--- src/core/udec_pkg.sv ---
package udec_pkg;
    // ---------------------------------------------
    // Register byte addresses
    // ---------------------------------------------
    localparam logic [11:0] A_IN0_MPS = 12'h900;
    localparam logic [11:0] A_IN_CTL  = 12'h920;
    localparam logic [11:0] A_EP0_CTL = 12'hb00;
    localparam logic [11:0] A_OUT_INT = 12'hb08;

    // ---------------------------------------------
    // Field positions
    // ---------------------------------------------
    localparam int B_EN    = 31;
    localparam int B_DIS   = 30;
    localparam int B_SD1   = 29;
    localparam int B_SD0   = 28;
    localparam int B_SET_NAK_CMD  = 27;
    localparam int B_CLEAR_NAK_CMD  = 26;
    localparam int B_TXF   = 22;
    localparam int B_STALL = 21;
    localparam int B_SNP   = 20;
    localparam int B_TYPE  = 18;
    localparam int B_NAK   = 17;
    localparam int B_DATA_TOGGLE_BIT  = 16;
    localparam int B_ACT   = 15;
    localparam int B_NEXT  = 11;
    localparam int B_NYET  = 14;
    localparam int B_NAKI  = 13;
    localparam int B_BBL   = 12;
    localparam int B_DROP  = 11;
    localparam int W_MPS   = 11;
    localparam int W_NEXT  = 4;

    // ---------------------------------------------
    // Codes and reset values
    // ---------------------------------------------
    localparam logic [1:0] T_CTRL = 2'h0;
    localparam logic [1:0] T_ISO  = 2'h1;
    localparam logic [1:0] T_BULK = 2'h2;
    localparam logic [1:0] T_INTR = 2'h3;
    localparam logic [1:0] TK_OUT   = 2'h0;
    localparam logic [1:0] TK_IN    = 2'h1;
    localparam logic [1:0] TK_SETUP = 2'h2;
    localparam logic [6:0] MPS_64 = 7'h40;
    localparam logic [6:0] MPS_32 = 7'h20;
    localparam logic [6:0] MPS_16 = 7'h10;
    localparam logic [6:0] MPS_8  = 7'h08;
    localparam logic [31:0] RD_NONE = 32'h0000_0000;

    typedef enum logic [2:0] {
        HS_NONE = 3'h0, HS_ACK = 3'h1, HS_NAK = 3'h2,
        HS_STALL = 3'h3, HS_DATA = 3'h4, HS_ZLP = 3'h5
    } udec_hs_t;

    typedef enum logic [1:0] {
        BS_IDLE = 2'b01, BS_ANS = 2'b10
    } udec_bus_t;
endpackage

--- src/core/udec_top.sv ---
`timescale 1ns/1ps
// How it works
// - Stall beats NAK and global OUT NAK
// - SETUP data always answered with ACK
// - Software sets control stall; SETUP clears it
// - Snoop passes OUT data without CRC check
// - Type field: control, iso, bulk, interrupt
// - NAK bit refuses OUT; non-iso IN answered with NAK
// - NAK on iso IN sends zero-length packet
// - Toggle bit gives DATA0/DATA1, set by commands
// - Iso uses bit as frame parity, except in SG mode
// - USB reset clears active bit except EP0
// - Next-fetch endpoint readable while disabled
// - Clear EP0 enable before its interrupts
// - DMA SETUP move needs EP0 enable
// - EP0 OUT disable command is ignored
// - Set-NAK sets, clear-NAK clears, core sets it on EP0 only
// - EP0 reads control type, always active
// - NYET sent sets write-one-clear flag
// - NAK or iso no-data ZLP sets flag
// - Babble received sets write-one-clear flag
// - Dropped iso OUT sets unmasked flag
module udec_top #(
    parameter int MPS_W  = 11,
    parameter int NEXT_W = 4
) (
    // Clock and reset
    input  wire logic        mclk,
    input  wire logic        rst_n,
    // Avalon-MM slave
    input  wire logic [11:0] avs_address,
    input  wire logic        avs_read,
    input  wire logic        avs_write,
    input  wire logic [31:0] avs_writedata,
    input  wire logic [3:0]  avs_byteenable,
    output logic      [31:0] avs_readdata,
    output logic             avs_waitrequest,
    // Token and event side, same clock
    input  wire logic        tok_valid,
    input  wire logic [1:0]  tok_type,
    input  wire logic        tok_in_ep,
    input  wire logic        rx_crc_ok,
    input  wire logic        rx_space,
    input  wire logic        tx_avail,
    input  wire logic        frame_odd,
    input  wire logic        host_ack,
    input  wire logic        glb_out_nak,
    input  wire logic        glb_in_nak,
    input  wire logic        dma_mode,
    input  wire logic        sg_mode,
    input  wire logic        usb_reset,
    input  wire logic        setup_done_evt,
    input  wire logic        xfer_done_evt,
    input  wire logic        nyet_evt,
    input  wire logic        nak_rx_evt,
    input  wire logic        babble_evt,
    input  wire logic        iso_drop_evt,
    // Answers
    output logic             hs_valid,
    output logic      [2:0]  hs_code,
    output logic             tx_pid,
    output logic             rx_to_mem,
    output logic             setup_to_mem,
    output logic             ep0_setup_int,
    output logic             ep0_xfer_int,
    output logic      [3:0]  next_fetch_endpoint,
    output logic      [6:0]  ep0_mps_bytes
);
    // ---------------------------------------------
    // Parameter check
    // ---------------------------------------------
    // Field packing below is fixed to the register layout
    if (MPS_W != udec_pkg::W_MPS || NEXT_W != udec_pkg::W_NEXT) begin : g_chk
        $error("udec_top: MPS_W and NEXT_W must match the register fields");
    end

    // ---------------------------------------------
    // Reset release
    // ---------------------------------------------
    logic rst_n_s1_q;
    logic rst_n_q;
    always_ff @(posedge mclk or negedge rst_n) begin
        if (!rst_n) begin
            rst_n_s1_q <= 1'b0;
            rst_n_q    <= 1'b0;
        end else begin
            rst_n_s1_q <= 1'b1;
            rst_n_q    <= rst_n_s1_q;
        end
    end

    // ---------------------------------------------
    // State
    // ---------------------------------------------
    udec_pkg::udec_bus_t bus_q;
    logic [31:0]        rdata_q;
    logic               wait_q;
    logic               in_en_q, in_dis_q, in_stall_q, in_nak_q;
    logic               in_data_toggle_bit_q, in_act_q;
    logic [3:0]         in_txf_q;
    logic [1:0]         in_type_q;
    logic [NEXT_W-1:0]  in_next_q;
    logic [MPS_W-1:0]   in_mps_q;
    logic [1:0]         mps0_q;
    logic               e0_en_q, e0_stall_q, e0_snp_q, e0_nak_q;
    logic               f_nyet_q, f_nak_q, f_bbl_q, f_drop_q;
    logic               hs_valid_q, tx_pid_q, rx_mem_q, su_mem_q;
    logic               su_int_q, xf_int_q;
    logic [2:0]         hs_code_q;
    logic [6:0]         mps_bytes_q;

    // ---------------------------------------------
    // Bus decode
    // ---------------------------------------------
    // Master holds the request; write lands when wait is low
    wire        bus_req = avs_read | avs_write;
    wire        ans     = bus_q == udec_pkg::BS_ANS;
    wire        wr_go   = avs_write & ans;
    wire [31:0] wm      = {{8{avs_byteenable[3]}}, {8{avs_byteenable[2]}},
                           {8{avs_byteenable[1]}}, {8{avs_byteenable[0]}}};
    wire [31:0] wd      = avs_writedata & wm;
    wire        wr_in   = wr_go & (avs_address == udec_pkg::A_IN_CTL);
    wire        wr_e0   = wr_go & (avs_address == udec_pkg::A_EP0_CTL);
    wire        wr_int  = wr_go & (avs_address == udec_pkg::A_OUT_INT);
    wire        wr_m0   = wr_go & (avs_address == udec_pkg::A_IN0_MPS);

    // ---------------------------------------------
    // Read words
    // ---------------------------------------------
    wire        in_iso  = in_type_q == udec_pkg::T_ISO;
    wire        data_toggle_bit_rd = in_data_toggle_bit_q & ~(in_iso & sg_mode);
    wire [31:0] rd_in   = {in_en_q, in_dis_q, 4'h0, in_txf_q, in_stall_q, 1'b0,
                           in_type_q, in_nak_q, data_toggle_bit_rd, in_act_q, in_next_q,
                           in_mps_q};
    // Endpoint 0 type and active bit are constants
    wire [31:0] rd_e0   = {e0_en_q, 9'h000, e0_stall_q, e0_snp_q,
                           udec_pkg::T_CTRL, e0_nak_q, 1'b0, 1'b1, 13'h0000,
                           mps0_q};
    wire [31:0] rd_int  = {17'h00000, f_nyet_q, f_nak_q, f_bbl_q, f_drop_q,
                           11'h000};
    wire [31:0] rd_m0   = {30'h0000_0000, mps0_q};
    wire [31:0] rd_word =
        (avs_address == udec_pkg::A_IN_CTL)  ? rd_in  :
        (avs_address == udec_pkg::A_EP0_CTL) ? rd_e0  :
        (avs_address == udec_pkg::A_OUT_INT) ? rd_int :
        (avs_address == udec_pkg::A_IN0_MPS) ? rd_m0  : udec_pkg::RD_NONE;
    // Byte-lane merge for read-write fields
    wire [31:0] in_new  = (rd_in & ~wm) | wd;
    wire [31:0] e0_new  = (rd_e0 & ~wm) | wd;

    // ---------------------------------------------
    // Bus slave: one wait cycle, then answer
    // ---------------------------------------------
    always_ff @(posedge mclk or negedge rst_n_q) begin
        if (!rst_n_q) begin
            bus_q   <= udec_pkg::BS_IDLE;
            wait_q  <= 1'b1;
            rdata_q <= udec_pkg::RD_NONE;
        end else begin
            case (bus_q)
                udec_pkg::BS_IDLE: begin
                    if (bus_req) begin
                        bus_q   <= udec_pkg::BS_ANS;
                        wait_q  <= 1'b0;
                        rdata_q <= rd_word;
                    end
                end
                udec_pkg::BS_ANS: begin
                    bus_q  <= udec_pkg::BS_IDLE;
                    wait_q <= 1'b1;
                end
                default: begin
                    bus_q  <= udec_pkg::BS_IDLE;
                    wait_q <= 1'b1;
                end
            endcase
        end
    end

    // ---------------------------------------------
    // Token decode and handshake choice
    // ---------------------------------------------
    wire tk_setup = tok_valid & ~tok_in_ep & (tok_type == udec_pkg::TK_SETUP);
    wire tk_out0  = tok_valid & ~tok_in_ep & (tok_type == udec_pkg::TK_OUT);
    wire tk_in    = tok_valid & tok_in_ep & (tok_type == udec_pkg::TK_IN);
    // Parity mismatch means the data belongs to another frame
    wire iso_hold = in_nak_q | ~in_en_q | (~sg_mode & (in_data_toggle_bit_q != frame_odd));
    wire [2:0] hs_out0 =
        e0_stall_q                ? udec_pkg::HS_STALL :
        (e0_nak_q | glb_out_nak)  ? udec_pkg::HS_NAK   :
        ~rx_space                 ? udec_pkg::HS_NAK   :
        (~rx_crc_ok & ~e0_snp_q)  ? udec_pkg::HS_NONE  :
                                    udec_pkg::HS_ACK;
    wire [2:0] hs_iso =
        (iso_hold | ~tx_avail)    ? udec_pkg::HS_ZLP   :
                                    udec_pkg::HS_DATA;
    wire [2:0] hs_bulk =
        in_stall_q                ? udec_pkg::HS_STALL :
        (in_nak_q | glb_in_nak)   ? udec_pkg::HS_NAK   :
        (~in_en_q | ~tx_avail)    ? udec_pkg::HS_NAK   :
                                    udec_pkg::HS_DATA;
    wire [2:0] hs_d =
        tk_setup ? udec_pkg::HS_ACK :
        tk_out0  ? hs_out0 :
        tk_in    ? (in_iso ? hs_iso : hs_bulk) : udec_pkg::HS_NONE;
    wire nak_sent = (hs_d == udec_pkg::HS_NAK)
                  | (tk_in & in_iso & ~tx_avail);
    wire e0_done  = setup_done_evt | xfer_done_evt;
    wire [6:0] mps_d =
        (mps0_q == 2'h0) ? udec_pkg::MPS_64 :
        (mps0_q == 2'h1) ? udec_pkg::MPS_32 :
        (mps0_q == 2'h2) ? udec_pkg::MPS_16 : udec_pkg::MPS_8;

    // ---------------------------------------------
    // Answer registers
    // ---------------------------------------------
    always_ff @(posedge mclk or negedge rst_n_q) begin
        if (!rst_n_q) begin
            hs_valid_q  <= 1'b0;
            hs_code_q   <= udec_pkg::HS_NONE;
            tx_pid_q    <= 1'b0;
            rx_mem_q    <= 1'b0;
            su_mem_q    <= 1'b0;
            mps_bytes_q <= udec_pkg::MPS_64;
        end else begin
            hs_valid_q  <= hs_d != udec_pkg::HS_NONE;
            hs_code_q   <= hs_d;
            tx_pid_q    <= in_data_toggle_bit_q & ~in_iso;
            rx_mem_q    <= tk_out0 & (hs_out0 == udec_pkg::HS_ACK);
            su_mem_q    <= tk_setup & (~dma_mode | e0_en_q);
            mps_bytes_q <= mps_d;
        end
    end

    // ---------------------------------------------
    // IN endpoint control
    // ---------------------------------------------
    // Disable completes one cycle later and takes enable down
    always_ff @(posedge mclk or negedge rst_n_q) begin
        if (!rst_n_q) begin
            in_en_q    <= 1'b0;
            in_dis_q   <= 1'b0;
            in_txf_q   <= 4'h0;
            in_stall_q <= 1'b0;
            in_type_q  <= udec_pkg::T_CTRL;
            in_nak_q   <= 1'b0;
            in_data_toggle_bit_q  <= 1'b0;
            in_act_q   <= 1'b0;
            in_next_q  <= '0;
            in_mps_q   <= '0;
        end else begin
            if (in_dis_q) begin
                in_en_q  <= 1'b0;
                in_dis_q <= 1'b0;
            end else if (wr_in) begin
                in_en_q  <= in_en_q | wd[udec_pkg::B_EN];
                in_dis_q <= wd[udec_pkg::B_DIS] & in_en_q;
            end
            if (wr_in) begin
                in_txf_q   <= in_new[udec_pkg::B_TXF +: 4];
                in_stall_q <= in_new[udec_pkg::B_STALL];
                in_type_q  <= in_new[udec_pkg::B_TYPE +: 2];
                in_next_q  <= in_new[udec_pkg::B_NEXT +: NEXT_W];
                in_mps_q   <= in_new[MPS_W-1:0];
            end
            if (wr_in & wd[udec_pkg::B_SET_NAK_CMD]) begin
                in_nak_q <= 1'b1;
            end else if (wr_in & wd[udec_pkg::B_CLEAR_NAK_CMD]) begin
                in_nak_q <= 1'b0;
            end
            // Commands win over the toggle; parity commands dead in SG
            if (wr_in & wd[udec_pkg::B_SD1] & ~(in_iso & sg_mode)) begin
                in_data_toggle_bit_q <= 1'b1;
            end else if (wr_in & wd[udec_pkg::B_SD0] & ~(in_iso & sg_mode)) begin
                in_data_toggle_bit_q <= 1'b0;
            end else if (host_ack & ~in_iso) begin
                in_data_toggle_bit_q <= ~in_data_toggle_bit_q;
            end
            if (usb_reset) begin
                in_act_q <= 1'b0;
            end else if (wr_in) begin
                in_act_q <= in_new[udec_pkg::B_ACT];
            end
        end
    end

    // ---------------------------------------------
    // OUT endpoint 0 control
    // ---------------------------------------------
    // Disable bit has no storage: only a setup or transfer done event clears enable
    always_ff @(posedge mclk or negedge rst_n_q) begin
        if (!rst_n_q) begin
            e0_en_q    <= 1'b0;
            e0_stall_q <= 1'b0;
            e0_snp_q   <= 1'b0;
            e0_nak_q   <= 1'b0;
            mps0_q     <= 2'h0;
            su_int_q   <= 1'b0;
            xf_int_q   <= 1'b0;
        end else begin
            if (e0_done) begin
                e0_en_q <= 1'b0;
            end else if (wr_e0 & wd[udec_pkg::B_EN]) begin
                e0_en_q <= 1'b1;
            end
            // Pulse and enable clear share an edge: no interrupt ever sees enable high
            su_int_q <= setup_done_evt;
            xf_int_q <= xfer_done_evt;
            if (wr_e0 & wd[udec_pkg::B_STALL]) begin
                e0_stall_q <= 1'b1;
            end else if (tk_setup) begin
                e0_stall_q <= 1'b0;
            end
            if (wr_e0) begin
                e0_snp_q <= e0_new[udec_pkg::B_SNP];
            end
            if ((wr_e0 & wd[udec_pkg::B_SET_NAK_CMD]) | tk_setup | xfer_done_evt) begin
                e0_nak_q <= 1'b1;
            end else if (wr_e0 & wd[udec_pkg::B_CLEAR_NAK_CMD]) begin
                e0_nak_q <= 1'b0;
            end
            if (wr_m0) begin
                mps0_q <= ((mps0_q & ~wm[1:0]) | wd[1:0]);
            end
        end
    end

    // ---------------------------------------------
    // OUT interrupt flags, write one to clear
    // ---------------------------------------------
    // A new event in the clearing cycle keeps the flag set
    always_ff @(posedge mclk or negedge rst_n_q) begin
        if (!rst_n_q) begin
            f_nyet_q <= 1'b0;
            f_nak_q  <= 1'b0;
            f_bbl_q  <= 1'b0;
            f_drop_q <= 1'b0;
        end else begin
            f_nyet_q <= nyet_evt | (f_nyet_q & ~(wr_int & wd[udec_pkg::B_NYET]));
            f_nak_q  <= nak_sent | nak_rx_evt
                      | (f_nak_q & ~(wr_int & wd[udec_pkg::B_NAKI]));
            f_bbl_q  <= babble_evt | (f_bbl_q & ~(wr_int & wd[udec_pkg::B_BBL]));
            f_drop_q <= iso_drop_evt
                      | (f_drop_q & ~(wr_int & wd[udec_pkg::B_DROP]));
        end
    end

    // ---------------------------------------------
    // Outputs
    // ---------------------------------------------
    assign avs_readdata        = rdata_q;
    assign avs_waitrequest     = wait_q;
    assign hs_valid            = hs_valid_q;
    assign hs_code             = hs_code_q;
    assign tx_pid              = tx_pid_q;
    assign rx_to_mem           = rx_mem_q;
    assign setup_to_mem        = su_mem_q;
    assign ep0_setup_int       = su_int_q;
    assign ep0_xfer_int        = xf_int_q;
    assign next_fetch_endpoint = in_next_q;
    assign ep0_mps_bytes       = mps_bytes_q;
endmodule // udec_top

--- config.mk ---
export PLATFORM = sky130hd
export DESIGN_NAME = udec_top
export DESIGN_NICKNAME = d
export VERILOG_FILES = /design/src/core/udec_pkg.sv /design/src/core/udec_top.sv
export SDC_FILE = /design/constraint.sdc
export NUM_CORES = 1
export LEC_CHECK = 0
export BUFFER_PORTS_ARGS = -buffer_cell sky130_fd_sc_hd__buf_2
export CAP_MARGIN = 40
export CORE_UTILIZATION = 44
export DETAILED_ROUTE_END_ITERATION = 6
export PLACE_DENSITY = 0.75
export SYNTH_ARGS = -nofsm -noshare
export SYNTH_HDL_FRONTEND = slang
export SYNTH_SLANG_ARGS = --single-unit
--- constraint.sdc ---
create_clock -name mclk -period 2.6 [get_ports mclk]
set_input_delay 0.52 -clock mclk [delete_from_list [all_inputs] [get_ports mclk]]
set_output_delay 0.52 -clock mclk [all_outputs]
set_load 0.01 [all_outputs]
### After elaboration in Yosys (flattened, before gate mapping)

Cells that the tools add are included.

| operators by class | value |
|---|---|
| divide/modulo/power cells | 0 |
| multiply operators | 0 |
| $lt $le $gt $ge | 0 |
| reductions and logical operators | 11 |
| bitwise gates (word level) | 80 |
| eq/ne operators | 15 |
| shift operators | 0 |
| muxes and demuxes | 40 |
| $add $sub $neg | 0 |

Operators by type and width:

| cell | number |
|---|---|
| 32-bit 2-to-1 mux | 2 |
| 12-bit equality test, second input constant | 4 |
| 1-bit bitwise AND | 39 |
| 32-bit bitwise AND | 1 |
| 26-bit bitwise AND | 1 |
| 26-bit NOT | 1 |
| 26-bit OR | 1 |
| 21-bit bitwise AND | 1 |
| 1-bit 2-to-1 mux | 21 |
| 3-bit 2-to-1 mux | 7 |
| 21-bit OR | 1 |
| 1-bit OR | 18 |
| 15-bit 2-to-1 mux | 1 |
| 1-bit NOT | 14 |
| 2-bit 2-to-1 mux | 6 |
| 2-bit nonzero test | 6 |
| 2-bit by 1-bit equality test with 1-bit output, second input constant | 5 |
| 7-bit 2-to-1 mux | 1 |
| 2-bit equality test, second input constant | 3 |
| 6-bit 2-to-1 mux | 1 |
| 3-bit nonzero test | 2 |
| 5-bit 2-to-1 mux | 1 |
| 2-bit zero test | 2 |
| 3-bit by 2-bit equality test with 1-bit output, second input constant | 1 |
| 6 further kinds | 6 |

| word-level totals | value |
|---|---|
| memories | 0 |
| ROM bits | 0 |
| bits in writable memories | 0 |
| word-level logic and storage cells | 178 |
| input port bits | 72 |
| register bits | 90 |
| latch bits | 0 |
| output and inout bits | 53 |

### Logic depth before layout (Yosys ltp)

Gate-level depths: netlist of run 1.

| depth | value |
|---|---|
| depth in word-level cells | 13 |
| gate-level depth with buffers | 7 |
| gate-level depth less buffers | 5 |

### Worst setup path before layout of run 1

OpenSTA, ideal clock, no wires.

| timing path | value |
|---|---|
| path type | in2reg |
| from | in avs_address[7] |
| to | reg (tool-made name) |
| required time | 2475 ps |
| setup slack | 694 ps |
| path buffers | 0 |
| library setup time | 125 ps |
| arrival time | 1781 ps |
| stages on the path | 4 |
| cell sequence | and4bb_1 nand3_1 nor4b_4 mux2_2 |

RTL lines:

| element | RTL line | RTL |
|---|---|---|
| start, declared | udec_top.sv:31 | `input wire logic [11:0] avs_address,` |

==> impl_metrics.ini, run 1 <==
[status]
status = finished, final reports clean

[yosys]
synth_area_per_cell_um2 = 12.6
ys_seq_area_share_pct = 60.5
yosys.area.top_type = dfrtp_1
yosysWarnings = 0
ys_types = 48
synth_edf_count = 0
synthesis.area_um2 = 3390
ys.flop_type = dfrtp_1
ys_ff_latch = 82
synth_top_area_share_pct = 59.0
synthCells = 270
ys_top_cells_by_area = dfrtp_1 (59%), mux2_2 (6.0%), a22o_1 (4.4%)
async_flop_share_pct = 100

[worst_setup_path]
critPathLaunchType = primary input
endpoint_kind = flip-flop
crit_type = primary input to flip-flop
crit_arrival_ps = 2180
r2r_setup_slack_ps = 700
r2r_start = bus_q[0]
reg2reg_depth = 4
worstPathRequired_ps = 2820
critPathLaunch = avs_address[7]
critPathMaxFanout = 8

[cts]
clock_latency_ps = 340
cts_max_level = 3
cts_resized = 0
root_buffer = clkbuf_8
cts_buffer_depth = 2
cts_setup_buffers = 0
clock_sinks = 82
cts.clk_slew.worst_paths_ps = 80
cts_tree = built
cts_buffers = 9

[timing]
final_hold_viol_count = 0
rsz0062_at_grt = false
relSlewSlack_pct = 66.4
fin_crit_ps = 1960
setup_violations = 0
timing.fmax_mhz = 511
worst_slew_pin_slew_ps = 504
fin_worst_skew_ps = 6.33
post-route-period-util_pct = 75.2
fin_ws_ps = 644
slew_violations = 0
tns_ps = 0

[power_and_ir_drop]
p_leak_uw = 0.00233
peakVddDrop_v = 0.000412
p_total_uw = 2680
power_density_nw_per_um2 = 618

[drt]
post_drt_wl_per_cell_um = 15.4
route.vias.total = 2566
drtPass1Iterations = 4
drt-total-wl_mm = 7.71
drt-initial-drc-count = 186
drc = 0
via_per_inst = 5.13
postRouteAntennaNets = 0

[grt]
grt_usage_pct = 20.1
grt_first_pass_wirelength_mm = 12.6
grt_max_degree = 44
grt_overflow = 0
grt_pass1_vias = 2590
antenna_found_initial = 0

[floorplan]
fp.coreArea_um2 = 7370
io_pins = 125
rows = 31
dieWidth_um = 89.8
die_h_um = 89.8
initial_core_util_pct = 46.1
die-area_um2 = 8070

[finish]
nFillCells = 637
antenna_cells = 0
final_nets = 470
multi_input_area_um2 = 1240
seq_area_um2 = 2060
area_growth_pct = 27.9
drive_above_1_share_pct = 42.6

[placement]
dp_hpwl_mm = 5.74
port_buffers = 115
dp_slack_ps = 268
gp_congestion = 0.766

[hold_path]
hold_class = flip-flop to async pin

[run]
drv_cap = 0
-- report_power, final --
part	total, uW	internal, uW	leakage [uW]	switching [uW]
Sequential	1350	1320	0.00109	36.2
Clock	1040	629	0.000109	415
Combinational	285	103	0.00113	181
-- area by class of cell --
class / instances / area share (%)
Sequential cell: 82 / 47.4
Multi-Input combinational cell: 172 / 28.6
Timing Repair Buffer: 125 / 15.3
Clock buffer: 11 / 3.03
Tap cell: 99 / 2.85
Clock inverter: 3 / 2.07
Inverter: 8 / 0.691
-- Yosys cell counts, types with 2 or more instances --
| library cell | number |
|---|---|
| dfstp_2 | 2 |
| buf_4 | 9 |
| a22o_1 | 17 |
| a21oi_1 | 3 |
| mux2_2 | 18 |
| a21o_1 | 3 |
| clkbuf_1 | 3 |
| a32oi_1 | 2 |
| nand3b_1 | 2 |
| nand2_1 | 33 |
| xnor2_1 | 2 |
| nand4b_1 | 2 |
| inv_1 | 8 |
| mux2_4 | 7 |
| conb_1 | 2 |
| nor4b_1 | 3 |
| nand3_1 | 5 |
| dfrtp_1 | 80 |
| nor3_1 | 9 |
| o21ai_0 | 2 |
| a31oi_1 | 3 |
| nor2b_1 | 3 |
| a22oi_1 | 7 |
| nor2_1 | 12 |
| or3_1 | 2 |
| nand2b_1 | 2 |
| and2_1 | 3 |
| o31ai_1 | 6 |
-- timing repair --
item / CTS / global route
setup endpoints to repair: 0 / 0
hold buffers: 1 / 0
hold endpoints to repair: 2 / 0
-- worst max-delay path: stages --
cell      delay (ps)
buf_2             90
and4bb_1         290
nand3_1          240
or3_1            650
mux2_4           380
-- cells by family after synthesis --
family | count (synthesis) | share of synthesized area, %
xor+xnor | 2 | 0.516
simple gates | 87 | 14.5
flops | 82 | 60.5
mux | 25 | 9.07
compound gates | 50 | 11.5
other cells | 2 | 0.221
buf+inv | 22 | 3.69
-- layer usage --
| metal | global-route usage (%) | vias up | share of wire (%) |
|---|---|---|---|
| li1 | - | 1211 | - |
| met4 | 5.46 | 0 | 0.91 |
| met2 | 32.2 | 96 | 48 |
| met5 | 0 | - | 0 |
| met3 | 6.51 | 6 | 6.4 |
| met1 | 26.2 | 1253 | 45 |
-- per-stage QoR --
stage	std cells	hold WS, ps	cell area, um^2	util, %
2_1_floorplan	276	224	3420	-
3_3_place_gp	484	305	4090	55.5
3_5_place_dp	485	305	4110	55.8
4_1_cts	500	292	4340	58.9
5_1_grt	500	290	4340	58.9
6_report	500	301	4340	58.9
-- placed cells by master, fill, tap and decap left out, drive strengths merged, types with 4 or more instances in the layout --
| master | synthesis | routed |
|---|---|---|
| clkbuf | 3 | 11 |
| inv | 8 | 8 |
| mux2 | 25 | 25 |
| conb | 2 | 8 |
| nor2 | 13 | 13 |
| o31ai | 6 | 6 |
| a22oi | 7 | 7 |
| nand3 | 5 | 5 |
| nor4b | 4 | 4 |
| a22o | 17 | 17 |
| dfrtp | 80 | 80 |
| buf | 11 | 124 |
| nor3 | 9 | 9 |
| nand2 | 33 | 33 |
-- worst min path at each step --
stage / depth (start not counted) / from / slack (ps) / end
after CTS: 1 / setup_done_evt / 290 / ep0_setup_int
after detailed placement: 1 / rst_n / 310 / rst_n_s1_q
after global routing: 1 / setup_done_evt / 290 / ep0_setup_int
final: 0 / rst_n_q / 300 / async pin
after global placement: 1 / rst_n / 310 / rst_n_s1_q
after floorplan: 0 / rst_n / 220 / rst_n_q
No activity file was read; power rests on OpenSTA's default activity.
==> run 2: changes to the inputs <==
Settings changed: ABC_AREA from default to 1, CORE_UTILIZATION 44 to 50, PLACE_DENSITY 0.75 to 0.79.
Clock period 2.6 ns to 2.05 ns, I/O delays scaled along.
==> run 2 against run 1 <==
- combinational power increased by 57%
- via count increased by 28%
- flip-flop and latch count unchanged
- highest routed layer unchanged
- largest cell class unchanged
- global-route usage increased by 3.6 points
- final cell count increased by 34%
- first-iteration DRC count decreased by 42%
- largest power group unchanged
- total power increased by 22%
- cell area increased by 5.0%
- clock power increased by 8%
- non-clock buffer count decreased by 3
==> impl_metrics.ini, run 2 <==
[floorplan]
fp.coreArea_um2 = 7210
die_h_um = 88.1
dieWidth_um = 88.1
initial_core_util_pct = 51.4
io_pins = 125
die-area_um2 = 7760
rows = 31

[finish]
final_util_pct = 63.2
stdcell_area_um2 = 4560
area_growth_pct = 23.1
final_nets = 640
antenna_cells = 0
final_common_cell = nand2_1
layout_common_cells = nand2_1 (150), buf_2 (115), dfrtp_1 (79)
drive_above_1_share_pct = 27.2

[yosys]
async_flop_share_pct = 100
ys_top_cells_by_count = nand2_1 (150), dfrtp_1 (80), inv_1 (55)
synth_top_area_share_pct = 54.0
yosysWarnings = 0
ys_types = 29
ys.flop_type = dfrtp_1
synthCells = 449
ys_top_cells_by_area = dfrtp_1 (54%), nand2_1 (15%), inv_1 (5.6%)
yosys.area.top_type = dfrtp_1
synth_edf_count = 0
synth_area_per_cell_um2 = 8.25
synthesis.area_um2 = 3700
ys_ff_latch = 82
yosysMostFrequentCell = nand2_1
ys_seq_area_share_pct = 55.5

[drt]
met3_wirelength_um = 460
via_per_inst = 4.89
drt-total-wl_mm = 8.51
post_drt_wl_per_cell_um = 12.7
wl_met1_mm = 3.76
postRouteAntennaNets = 0
route.vias.total = 3288
drt-initial-drc-count = 108
drc = 0
drtPass1Iterations = 4
top_layer = met4
wl_met2_mm = 4.13

[timing]
rsz0062_at_grt = false
fin_crit_ps = 1540
slew_violations = 0
setup_violations = 0
hold_slack_ps = 177
timing.fmax_mhz = 648
tns_ps = 0
final_hold_viol_count = 0
fin_worst_skew_ps = 4.59
post-route-period-util_pct = 75.2

[worst_setup_path]
critPathMaxFanout = 13
worstPathRequired_ps = 2290
crit_type = flip-flop to flip-flop
crit_arrival_ps = 1780
r2r_setup_slack_ps = 510
endpoint_kind = flip-flop
critPathLaunchType = flip-flop

[cts]
cts_resized = 0
cts_buffers = 9
clock_sinks = 82
cts_hold_buf = 1
cts_tree = built
cts_setup_buffers = 0
cts.clk_slew.worst_paths_ps = 80
cts_buffer_depth = 2
clock_latency_ps = 350
cts_max_level = 3
root_buffer = clkbuf_8

[grt]
grt_pass1_vias = 3018
grt_usage_pct = 23.6
grt_overflow = 0
grt_max_degree = 47
grt_first_pass_wirelength_mm = 13.8
antenna_found_initial = 0

[power_and_ir_drop]
peakVddDrop_v = 0.000303
p_leak_uw = 0.00257
power_density_nw_per_um2 = 719

[run]
drv_cap = 0

[placement]
port_buffers = 115
placed_area_um2 = 4370
gp_congestion = 0.814
dp_hpwl_mm = 6.32

[status]
status = finished, final reports clean

[hold_path]
hold_class = primary input to flip-flop
==> run 2: cells by family (layout without fill, tap and decap cells) <==
group	Yosys count	after routing	synth area share, %
flops	82	82	55.5
other cells	2	8	0.203
buf+inv	77	195	9.25
xor+xnor	1	1	0.236
simple gates	238	238	27.5
compound gates	49	49	7.33
==> run 2: metal layers <==
metal,global-route usage [%],up-vias
li1,-,1619
met1,30.9,1547
met2,39.0,107
met3,5.28,15
met4,8.21,0
met5,0,-
==> run 2: worst max-delay path, stage by stage (launching register included) <==
cell,delay (ps)
dfstp_2,370
inv_1,60
nand3_1,190
nor2_4,350
nand2_1,280
nand2_1,120
nand2_1,60
==> run 2: final cells by class <==
type | instances | area [um^2]
multi-input combinational | 296 | 1330
timing repair buffer | 122 | 643
inverter | 57 | 216
fill | 654 | 2650
sequential | 82 | 2060
tap | 99 | 124
clock buffer | 10 | 128
clock inverter | 6 | 57.6
==> run 2: path summary, 6_finish.rpt <==
path	endpoint	startpoint	cells past startpoint
setup / recovery	flip-flop	bus_q[0]	6
hold / removal	ep0_setup_int	setup_done_evt	1
setup reg to reg	flip-flop	bus_q[0]	6
hold reg to reg	avs_readdata[0]	rst_n_q	0
max in group asynchronous	async pin	rst_n_q	1
min in group asynchronous	avs_readdata[0]	rst_n_q	0
==> run 2: power by group <==
group / internal (uW) / switching, uW
combinational: 140 / 307
clock: 555 / 567
sequential: 1670 / 38.1
==> run 2: through the flow <==
stage | setup slack (ps) | cells | total power (uW)
floorplan | 663 | 455 | 2010
global placement | 245 | 655 | 2180
detailed placement | 210 | 655 | 2190
CTS | 481 | 672 | 3300
global route | 315 | 672 | 3440
finish | 508 | 672 | 3280
==> run 3: changes to the inputs <==
Settings changed: CORE_UTILIZATION 50 to 45, PLACE_DENSITY 0.79 to 0.76.
Clock period 2.05 ns to 1.3 ns, I/O delays scaled along.
==> run 3 against run 2 <==
- utilization down 0.62 points
- setup slack worse by 500 ps
- total power is 68% higher
- hold slack worse by 130 ps
- global-route usage decreased by 1.4 points
- maximum frequency up 20%
- final cell count increased by 4.2%
- clock-buffer cell count grew 1
- cell area up 7.7%
- non-clock buffer count is 24 higher
- combinational power up 110%
- critical path depth fell by 1
- largest cell class unchanged
- largest power group unchanged
==> impl_metrics.ini, run 3 (synthesis gave the netlist of run 2 again) <==
[timing]
rsz0062_at_grt = true
final_hold_viol_count = 0
slew_violations = 0
post-route-period-util_pct = 99.1
setup_violations = 0
timing.fmax_mhz = 777
fin_crit_ps = 1290
fin_worst_skew_ps = 13.8

[drt]
post_drt_wl_per_cell_um = 13.1
drt-total-wl_mm = 9.15
drc = 0
drt-initial-drc-count = 167
via_per_inst = 4.84
route.vias.total = 3385
drtPass1Iterations = 4
postRouteAntennaNets = 0

[finish]
layout_common_cells = nand2_1 (149), buf_2 (115), dfrtp_1 (79)
final_util_pct = 62.6
area_growth_pct = 32.6
final_common_cell = nand2_1
final_nets = 665
antenna_cells = 0
drive_above_1_share_pct = 33.8

[placement]
port_buffers = 115
gp_congestion = 0.834
dp_hpwl_mm = 6.80

[grt]
grt_first_pass_wirelength_mm = 14.8
antenna_found_initial = 0
grt_pass1_vias = 3234
grt_max_degree = 35
grt_overflow = 0
grt_usage_pct = 22.2

[worst_setup_path]
cp_slowest_stage_delay_ps = 550
endpoint_kind = flip-flop
crit_buf_inv = 2
timing.rr.end = avs_readdata[7]
crit_chain = inv_2 -> nor2_2 -> o21ai_2 -> buf_8 -> o31ai_4
worstPathRequired_ps = 1560
critPathLaunchType = flip-flop
critPathMaxFanout = 22
crit_slowest_cell = dfstp_2
crit_type = flip-flop to flip-flop
r2r_start = bus_q[0]
cp.depth = 5
crit_arrival_ps = 1550
r2r_setup_slack_ps = 10
reg2reg_depth = 5
path_delay_family = flip-flops

[cts]
cts.clk_slew.worst_paths_ps = 80
cts_buffers = 9
root_buffer = clkbuf_8
clock_sinks = 82
cts_max_level = 3
cts_buffer_depth = 2
clock_latency_ps = 350
cts_tree = built

[floorplan]
die-area_um2 = 8600
rows = 32
dieWidth_um = 92.7
io_pins = 125
initial_core_util_pct = 47.2
fp.coreArea_um2 = 7850
die_h_um = 92.7

[run]
drv_cap = 0

[power_and_ir_drop]
power_density_nw_per_um2 = 1120
p_total_uw = 5500
p_leak_uw = 0.00273
peakVddDrop_v = 0.000535

[hold_path]
hold_end = ep0_setup_int
whs_path_depth = 1
hold_class = primary input to flip-flop
min_from = setup_done_evt

[status]
status = finished, final reports clean
run 3: cell types whose count changed in the layout (fill, tap and decap cells not counted), moves of 3 or more:
cell,change
inv_1,-4
o21ai_0,-12
o31ai_1,-6
buf_12,+3
nand3_2,+3
inv_2,+4
o21ai_1,+10
nor2_1,-4
nand3_1,-3
clkinv_2,-4
buf_4,+19
o31ai_2,+5
run 3: report_power, final:
| part | total, uW | internal, uW | leakage, uW | switching (uW) |
|---|---|---|---|---|
| Combinational | 941 | 363 | 0.00159 | 579 |
| Sequential | 2690 | 2640 | 0.00104 | 58.1 |
| Clock | 1870 | 951 | 0.0000962 | 915 |
run 3: worst max-delay path by stage:
stage,startpoint,slack (ps),to
after global placement,avs_address[10],-130,flip-flop
after CTS,bus_q[0],-2,avs_readdata[19]
after detailed placement,avs_address[1],-190,flip-flop
after floorplan,bus_q[0],-9,flip-flop
final,bus_q[0],10,avs_readdata[7]
after global routing,bus_q[0],-70,flip-flop
run 3: routing by layer:
metal	wire, um	up-vias	GRT usage [%]
li1	-	1685	-
met1	3960	1577	29.6
met2	4550	108	36.2
met3	452	15	3.69
met4	186	0	9.10
met5	0	-	0
run 3: final cells by class:
cell class                      instances  area [um^2]
Timing Repair Buffer                  146          872
Fill cell                             705         2940
Clock buffer                           11          141
Multi-Input combinational cell        297         1430
Sequential cell                        82         2060
Inverter                               57          216
Clock inverter                          5         62.6
Tap cell                              102          128
run 3: per-stage QoR:
step	TNS [ps]	setup slack (ps)	cell area (um^2)	std cells	hold slack [ps]
floorplan	-16.9	-9.08	3740	455	-35.6
global route	-1460	-68.9	4910	700	27.9
global placement	-2520	-129	4580	681	45.8
detailed placement	-6110	-191	4580	681	48.5
CTS	-1.75	-1.66	4830	698	31.2
finish	0	12.3	4910	700	44.0
run 3: what timing repair did:
item,CTS,global route
hold buffers,1,0
setup buffers,0,1
hold endpoints to repair,2,0
pin swaps,1,4
setup endpoints to repair,38,47
cloned,0,1
gates resized for setup,14,25
